File: src/rtl/pcd_pkg.sv
// What this block does
// - change irq only while master enable set
// - flags still set with master enable clear
// - per-pin rising detector gated by enable
// - per-pin falling detector gated by enable
// - both enables set detect either edge
// - detected edge sets sticky pin flag
// - summary bit is or of all flags
// - writing zero clears a flag bit
// - edge during flag write wins over write
// - group a always, group b on large variant
// - each pin enabled independently
// - change event wakes from sleep when enabled
// - flags updated before wake is signalled
package pcd_pkg;
  // ****************************************
  // register map
  // ****************************************
  localparam logic [3:0] PCD_ADDR_CTRL = 4'h0;
  localparam logic [3:0] PCD_ADDR_RISE_A = 4'h1;
  localparam logic [3:0] PCD_ADDR_FALL_A = 4'h2;
  localparam logic [3:0] PCD_ADDR_FLAG_A = 4'h3;
  localparam logic [3:0] PCD_ADDR_RISE_B = 4'h4;
  localparam logic [3:0] PCD_ADDR_FALL_B = 4'h5;
  localparam logic [3:0] PCD_ADDR_FLAG_B = 4'h6;
  localparam logic [3:0] PCD_ADDR_IRQ_STAT = 4'h7;
  localparam logic [3:0] PCD_ADDR_IRQ_MASK = 4'h8;
  // ****************************************
  // fields and reset values
  // ****************************************
  localparam int PCD_PINS = 8;
  localparam int PCD_CTRL_EN_BIT = 0;
  localparam int PCD_CTRL_SUM_BIT = 1;
  localparam int PCD_STAT_A_BIT = 0;
  localparam int PCD_STAT_B_BIT = 1;
  localparam logic [7:0] PCD_RST_BYTE = 8'h00;
  localparam logic [1:0] PCD_RST_STAT = 2'h0;
endpackage

File: src/rtl/pcd_sync.sv
module pcd_sync
  import pcd_pkg::*;
(
  input wire logic clk_in,
  input wire logic rst_n_in,
  input wire logic [PCD_PINS-1:0] pin_in,
  output logic [PCD_PINS-1:0] level_out,
  output logic [PCD_PINS-1:0] rise_out,
  output logic [PCD_PINS-1:0] fall_out
);
  // ****************************************
  // three stage capture
  // ****************************************
  logic [PCD_PINS-1:0] s1_q;
  logic [PCD_PINS-1:0] s2_q;
  logic [PCD_PINS-1:0] s3_q;
  always_ff @(posedge clk_in) begin
    if (!rst_n_in) begin
      s1_q <= PCD_RST_BYTE;
      s2_q <= PCD_RST_BYTE;
      s3_q <= PCD_RST_BYTE;
      level_out <= PCD_RST_BYTE;
    end else begin
      s1_q <= pin_in;
      s2_q <= s1_q;
      s3_q <= s2_q;
      // a change counts only once the two later stages agree
      for (int i = 0; i < PCD_PINS; i++) begin
        if (s2_q[i] == s3_q[i]) begin
          level_out[i] <= s3_q[i];
        end
      end
    end
  end
  // edge is current stable sample against the stored one
  assign rise_out = (s2_q & s3_q) & ~level_out;
  assign fall_out = ~(s2_q | s3_q) & level_out;
endmodule

File: src/rtl/pcd_port.sv
module pcd_port
  import pcd_pkg::*;
(
  input wire logic clk_in,
  input wire logic rst_n_in,
  input wire logic [PCD_PINS-1:0] pin_in,
  input wire logic [PCD_PINS-1:0] rise_en_in,
  input wire logic [PCD_PINS-1:0] fall_en_in,
  input wire logic flag_wr_in,
  input wire logic [PCD_PINS-1:0] flag_wdata_in,
  output logic [PCD_PINS-1:0] flags_out,
  output logic event_out
);
  logic [PCD_PINS-1:0] rise;
  logic [PCD_PINS-1:0] fall;
  logic [PCD_PINS-1:0] hit;
  pcd_sync u_sync (
    .clk_in(clk_in),
    .rst_n_in(rst_n_in),
    .pin_in(pin_in),
    .level_out(),
    .rise_out(rise),
    .fall_out(fall)
  );
  // ****************************************
  // edge qualification and flags
  // ****************************************
  assign hit = (rise & rise_en_in) | (fall & fall_en_in);
  assign event_out = |hit;
  always_ff @(posedge clk_in) begin
    if (!rst_n_in) begin
      flags_out <= PCD_RST_BYTE;
    end else if (flag_wr_in) begin
      // a detected edge beats the written value
      flags_out <= (flags_out & flag_wdata_in) | hit;
    end else begin
      flags_out <= flags_out | hit;
    end
  end
endmodule

File: src/rtl/pcd_top.sv
module pcd_top
  import pcd_pkg::*;
#(
  parameter bit HAS_GROUP_B = 1'b1
)
(
  input wire logic clk_in,
  input wire logic rst_n_in,
  input wire logic [PCD_PINS-1:0] pin_group_a_in,
  input wire logic [PCD_PINS-1:0] pin_group_b_in,
  input wire logic [3:0] addr_in,
  input wire logic [7:0] wdata_in,
  input wire logic wr_in,
  input wire logic rd_in,
  input wire logic sleep_in,
  output logic [7:0] rdata_out,
  output logic change_irq_out,
  output logic wake_out,
  output logic irq_out
);
  // ****************************************
  // registers
  // ****************************************
  logic change_irq_enable_q;
  logic [PCD_PINS-1:0] rise_a_q;
  logic [PCD_PINS-1:0] fall_a_q;
  logic [PCD_PINS-1:0] rise_b_q;
  logic [PCD_PINS-1:0] fall_b_q;
  logic [1:0] stat_q;
  logic [1:0] mask_q;
  logic [PCD_PINS-1:0] port_a_change_flags;
  logic [PCD_PINS-1:0] port_b_change_flags;
  logic [PCD_PINS-1:0] rise_b_eff;
  logic [PCD_PINS-1:0] fall_b_eff;
  logic ev_a;
  logic ev_b;
  logic change_irq_summary;
  function automatic logic hit_addr(input logic [3:0] a);
    return wr_in && (addr_in == a);
  endfunction
  always_ff @(posedge clk_in) begin
    if (!rst_n_in) begin
      change_irq_enable_q <= 1'b0;
      rise_a_q <= PCD_RST_BYTE;
      fall_a_q <= PCD_RST_BYTE;
      rise_b_q <= PCD_RST_BYTE;
      fall_b_q <= PCD_RST_BYTE;
      mask_q <= PCD_RST_STAT;
    end else begin
      if (hit_addr(PCD_ADDR_CTRL)) begin
        change_irq_enable_q <= wdata_in[PCD_CTRL_EN_BIT];
      end
      if (hit_addr(PCD_ADDR_RISE_A)) begin
        rise_a_q <= wdata_in;
      end
      if (hit_addr(PCD_ADDR_FALL_A)) begin
        fall_a_q <= wdata_in;
      end
      if (hit_addr(PCD_ADDR_RISE_B)) begin
        rise_b_q <= wdata_in;
      end
      if (hit_addr(PCD_ADDR_FALL_B)) begin
        fall_b_q <= wdata_in;
      end
      if (hit_addr(PCD_ADDR_IRQ_MASK)) begin
        mask_q <= wdata_in[1:0];
      end
    end
  end
  // small variant: group b detectors held off
  assign rise_b_eff = HAS_GROUP_B ? rise_b_q : PCD_RST_BYTE;
  assign fall_b_eff = HAS_GROUP_B ? fall_b_q : PCD_RST_BYTE;
  // ****************************************
  // pin groups
  // ****************************************
  pcd_port u_port_a (
    .clk_in(clk_in),
    .rst_n_in(rst_n_in),
    .pin_in(pin_group_a_in),
    .rise_en_in(rise_a_q),
    .fall_en_in(fall_a_q),
    .flag_wr_in(hit_addr(PCD_ADDR_FLAG_A)),
    .flag_wdata_in(wdata_in),
    .flags_out(port_a_change_flags),
    .event_out(ev_a)
  );
  pcd_port u_port_b (
    .clk_in(clk_in),
    .rst_n_in(rst_n_in),
    .pin_in(pin_group_b_in),
    .rise_en_in(rise_b_eff),
    .fall_en_in(fall_b_eff),
    .flag_wr_in(hit_addr(PCD_ADDR_FLAG_B)),
    .flag_wdata_in(wdata_in),
    .flags_out(port_b_change_flags),
    .event_out(ev_b)
  );
  // ****************************************
  // summary, request, wake
  // ****************************************
  assign change_irq_summary = |{port_a_change_flags, port_b_change_flags};
  assign change_irq_out = change_irq_summary & change_irq_enable_q;
  // wake follows the flags, so flags are already stored when it rises
  assign wake_out = sleep_in & change_irq_out;
  // software is expected to clear flags by masked and; the set wins anyway
  // ****************************************
  // sticky event status, write one to clear
  // ****************************************
  always_ff @(posedge clk_in) begin
    if (!rst_n_in) begin
      stat_q <= PCD_RST_STAT;
    end else begin
      for (int i = 0; i < 2; i++) begin
        if (hit_addr(PCD_ADDR_IRQ_STAT) && wdata_in[i]) begin
          stat_q[i] <= 1'b0;
        end
      end
      if (ev_a) begin
        stat_q[PCD_STAT_A_BIT] <= 1'b1;
      end
      if (ev_b) begin
        stat_q[PCD_STAT_B_BIT] <= 1'b1;
      end
    end
  end
  assign irq_out = |(stat_q & mask_q);
  // ****************************************
  // read port
  // ****************************************
  always_ff @(posedge clk_in) begin
    if (!rst_n_in) begin
      rdata_out <= PCD_RST_BYTE;
    end else if (rd_in) begin
      unique case (addr_in)
        PCD_ADDR_CTRL: rdata_out <= {6'h00, change_irq_summary, change_irq_enable_q};
        PCD_ADDR_RISE_A: rdata_out <= rise_a_q;
        PCD_ADDR_FALL_A: rdata_out <= fall_a_q;
        PCD_ADDR_FLAG_A: rdata_out <= port_a_change_flags;
        PCD_ADDR_RISE_B: rdata_out <= rise_b_eff;
        PCD_ADDR_FALL_B: rdata_out <= fall_b_eff;
        PCD_ADDR_FLAG_B: rdata_out <= port_b_change_flags;
        PCD_ADDR_IRQ_STAT: rdata_out <= {6'h00, stat_q};
        PCD_ADDR_IRQ_MASK: rdata_out <= {6'h00, mask_q};
        default: rdata_out <= PCD_RST_BYTE;
      endcase
    end
  end
endmodule

File: config.mk
export PLATFORM = sky130hd
export DESIGN_NAME = pcd_top
export DESIGN_NICKNAME = d
export VERILOG_FILES = /design/src/rtl/pcd_pkg.sv /design/src/rtl/pcd_sync.sv /design/src/rtl/pcd_port.sv /design/src/rtl/pcd_top.sv
export SDC_FILE = /design/constraint.sdc
export NUM_CORES = 1
export LEC_CHECK = 0
export ABC_AREA = 1
export BUFFER_PORTS_ARGS = -buffer_cell sky130_fd_sc_hd__buf_2
export CORE_ASPECT_RATIO = 0.8
export CORE_MARGIN = 2
export CORE_UTILIZATION = 54
export DETAILED_ROUTE_END_ITERATION = 16
export PLACE_DENSITY = 0.76
export SLEW_MARGIN = 10
export SYNTH_ARGS = -nofsm -noshare
export SYNTH_HDL_FRONTEND = slang
export SYNTH_HIERARCHICAL = 1
export SYNTH_SLANG_ARGS = --single-unit
File: constraint.sdc
create_clock -name clk_in -period 1.3 [get_ports clk_in]
set_input_delay 0.13 -clock clk_in [delete_from_list [all_inputs] [get_ports clk_in]]
set_output_delay 0.13 -clock clk_in [all_outputs]
set_load 0.02 [all_outputs]
==> impl_metrics.json <==
{
  "critical_path.max_fanout": 3,
  "fmaxAchievable_ghz": 0.660,
  "fin_skew_ns": 0.00786,
  "grt_usage_pct": 24.0,
  "hold_viol": 0,
  "multi_input_area_um2": 2660,
  "grt_pass1_wl_um": 22300,
  "drt_iter0_markers": 425,
  "io_pins": 44,
  "crit_chain": "nor2_1, nand2_1, nor2_2, nand2_2, nand2_2, nor2_2, buf_6",
  "routed_wl_um": 13300,
  "cts.clk_slew.worst_paths_ns": 0.05,
  "p_leak_uw": 0.00378,
  "clkSinkCount": 125,
  "violations": "setup timing",
  "endpoint_kind": "output pin",
  "cts_tree": "done",
  "crit_family": "simple AND/OR/NAND/NOR gates",
  "worst_pin_slew_ns": 0.316,
  "drive_gt1_share_pct": 26.7,
  "fin_util_pct": 72.4,
  "firstDrtPassIters": 5,
  "core_area_um2": 10400,
  "rows": 33,
  "async_reset_ff_share_pct": 0,
  "setup_slack_ns": -0.215,
  "hpwl_um": 8840,
  "arrival_ns": 1.38,
  "die_h_um": 96.7,
  "ys_seq_area_share_pct": 43.1,
  "peakVddDrop_uv": 1130,
  "syn_nets": 915,
  "synth_top_area_share_pct": 43.1,
  "synth-seq-cells": 125,
  "cts_made_buffers": 17,
  "period_share_pct": 117,
  "finalSetupTns_ns": -0.558,
  "finalSetupViolations": 4,
  "cts-htree-levels": 4,
  "drc_errors": 0,
  "whs_ns": 0.0509,
  "io_buffers": 43,
  "min-delay-path-class": "input port to flip-flop",
  "synth.distinct_cells": 25,
  "yosys-top-cells-area": "dfxtp_1 43%, nand2_1 16%, inv_1 11%",
  "grt_pass1_vias": 5004,
  "fill_cells": 844,
  "cpPeakStageDelay_ns": 0.33,
  "outcome": "finished with violations",
  "finalCriticalPeriod_ns": 1.51,
  "layout_common_cells": "230 x nand2_1, 144 x inv_1, 87 x dfxtp_1",
  "final_common_cell": "nand2_1",
  "grt_overflow": 0,
  "gp_congestion": 0.903,
  "post-layout-total-power_uw": 9500,
  "wl_per_cell_um": 12.0,
  "syn2layout_area_growth_pct": 29.3,
  "drv_cap": 0,
  "grt_max_degree": 56,
  "required_ns": 1.17,
  "synth.avg_cell_area_um2": 6.83,
  "synth_edf_count": 0,
  "fp.dieW_um": 120,
  "start_util_pct": 56.0,
  "synth_area_leader_cell": "dfxtp_1",
  "synthCells": 850,
  "antenna_found_initial": 0,
  "synth-main-ff-cell": "dfxtp_1",
  "worst-r2r-setup-slack_ns": -0.10,
  "crit_buf_inv": 1,
  "path_class": "flip-flop to output pin",
  "final-max-slew-violation-count": 0,
  "nets": 1022,
  "cp-start-kind": "flip-flop",
  "synth_area_um2": 5810,
  "rsz0062_at_grt": "true",
  "critPathSlowestCell": "dfxtp_2",
  "vias": 5410,
  "clockBufferDepth": 2,
  "worst_slew_margin_rel_pct": 78.7,
  "powerDensity_nw_per_um2": 1270,
  "via_per_inst": 4.88,
  "yosys_warnings": 6,
  "num_antenna_cells": 0,
  "cts-root-buf": "clkbuf_16",
  "ant_nets": 0,
  "clock_latency_ns": 0.42,
  "die-area_um2": 11600,
  "regArea_um2": 2550
}
-- worst paths after layout --
check	startpoint	to	cells past startpoint
max	u_port_a/flags_out[3]	wake_out	7
min	rd_in	rdata_out[4]	3
max reg2reg	u_port_a/u_sync/s2_q[1]	stat_q[0]	11
min reg2reg	u_port_b/u_sync/s1_q[0]	u_port_b/u_sync/s2_q[0]	2
-- state kept, by name (all words and copies together), names as in the netlist --
register and flops:
fall_b_eff 8, u_port_b/u_sync/level_out 8, u_port_b/u_sync/s2_q 8, u_port_b/u_sync/s3_q 8
u_port_a/u_sync/level_out 8, change_irq_enable_q 1, u_port_b/u_sync/s1_q 8, stat_q 2
rise_a_q 8, u_port_a/u_sync/s1_q 8, rdata_out 8, u_port_a/u_sync/s2_q 8
u_port_a/flags_out 8, fall_a_q 8, rise_b_eff 8, mask_q 2
u_port_b/flags_out 8, u_port_a/u_sync/s3_q 8
-- area by class of cell --
class	count	area share, %
Clock buffer	24	6.68
Clock inverter	6	1.43
Inverter	186	9.30
Multi-Input combinational cell	520	35.4
Sequential cell	125	34.0
Tap cell	140	2.33
Timing Repair Buffer	107	10.8
-- where the power goes --
| part | leakage [uW] | switching (uW) | internal (uW) |
|---|---|---|---|
| Clock | 0.000298 | 1580 | 3240 |
| Combinational | 0.00244 | 376 | 278 |
| Sequential | 0.00104 | 74.7 | 3950 |
-- timing repair --
item | CTS | global route
pin swaps | 26 | 31
hold endpoints to repair | 16 | 0
setup buffers | 9 | 6
resized for setup | 63 | 61
endpoints found under the setup margin | 4 | 7
hold buffers | 16 | 0
-- cells in the mapped netlist (2+ instances only) --
library cell / count
a21oi_1: 60
buf_2: 2
buf_4: 7
clkbuf_1: 8
dfxtp_1: 125
ha_1: 32
inv_1: 173
inv_2: 13
nand2_1: 248
nand2_2: 2
nand3_1: 41
nand3_2: 2
nor2_1: 80
nor2_2: 4
nor2_4: 2
o21ai_0: 26
o21ai_1: 17
-- metal layers --
layer | part of all wire, % | GRT usage [%] | up-vias
met5 | 0 | 0 | -
met4 | 2.0 | 9.95 | 0
met3 | 6.9 | 5.60 | 27
met2 | 46 | 38.4 | 197
met1 | 45 | 31.0 | 2424
li1 | - | - | 2762
-- tightest hold or removal path, cell delays in order --
cell and delay [ns]:
buf_2 0.15, nand2_1 0.08, a21oi_1 0.05
-- through the flow --
step / std cells / cell area [um2] / setup slack (ns)
after floorplan: 850 / 5810 / 0.0810
after global placement: 1047 / 6390 / -0.0464
after detailed placement: 1047 / 6390 / -0.102
after CTS: 1102 / 7310 / -0.259
after global routing: 1108 / 7510 / -0.273
final: 1108 / 7510 / -0.215
-- cell families after synthesis --
family,share of synthesized area (%)
flops,43.1
buf+inv,14.1
compound gates,9.18
simple gates,26.8
fa+ha+maj,6.90
Note: power is estimated with default switching activity, not from simulation.
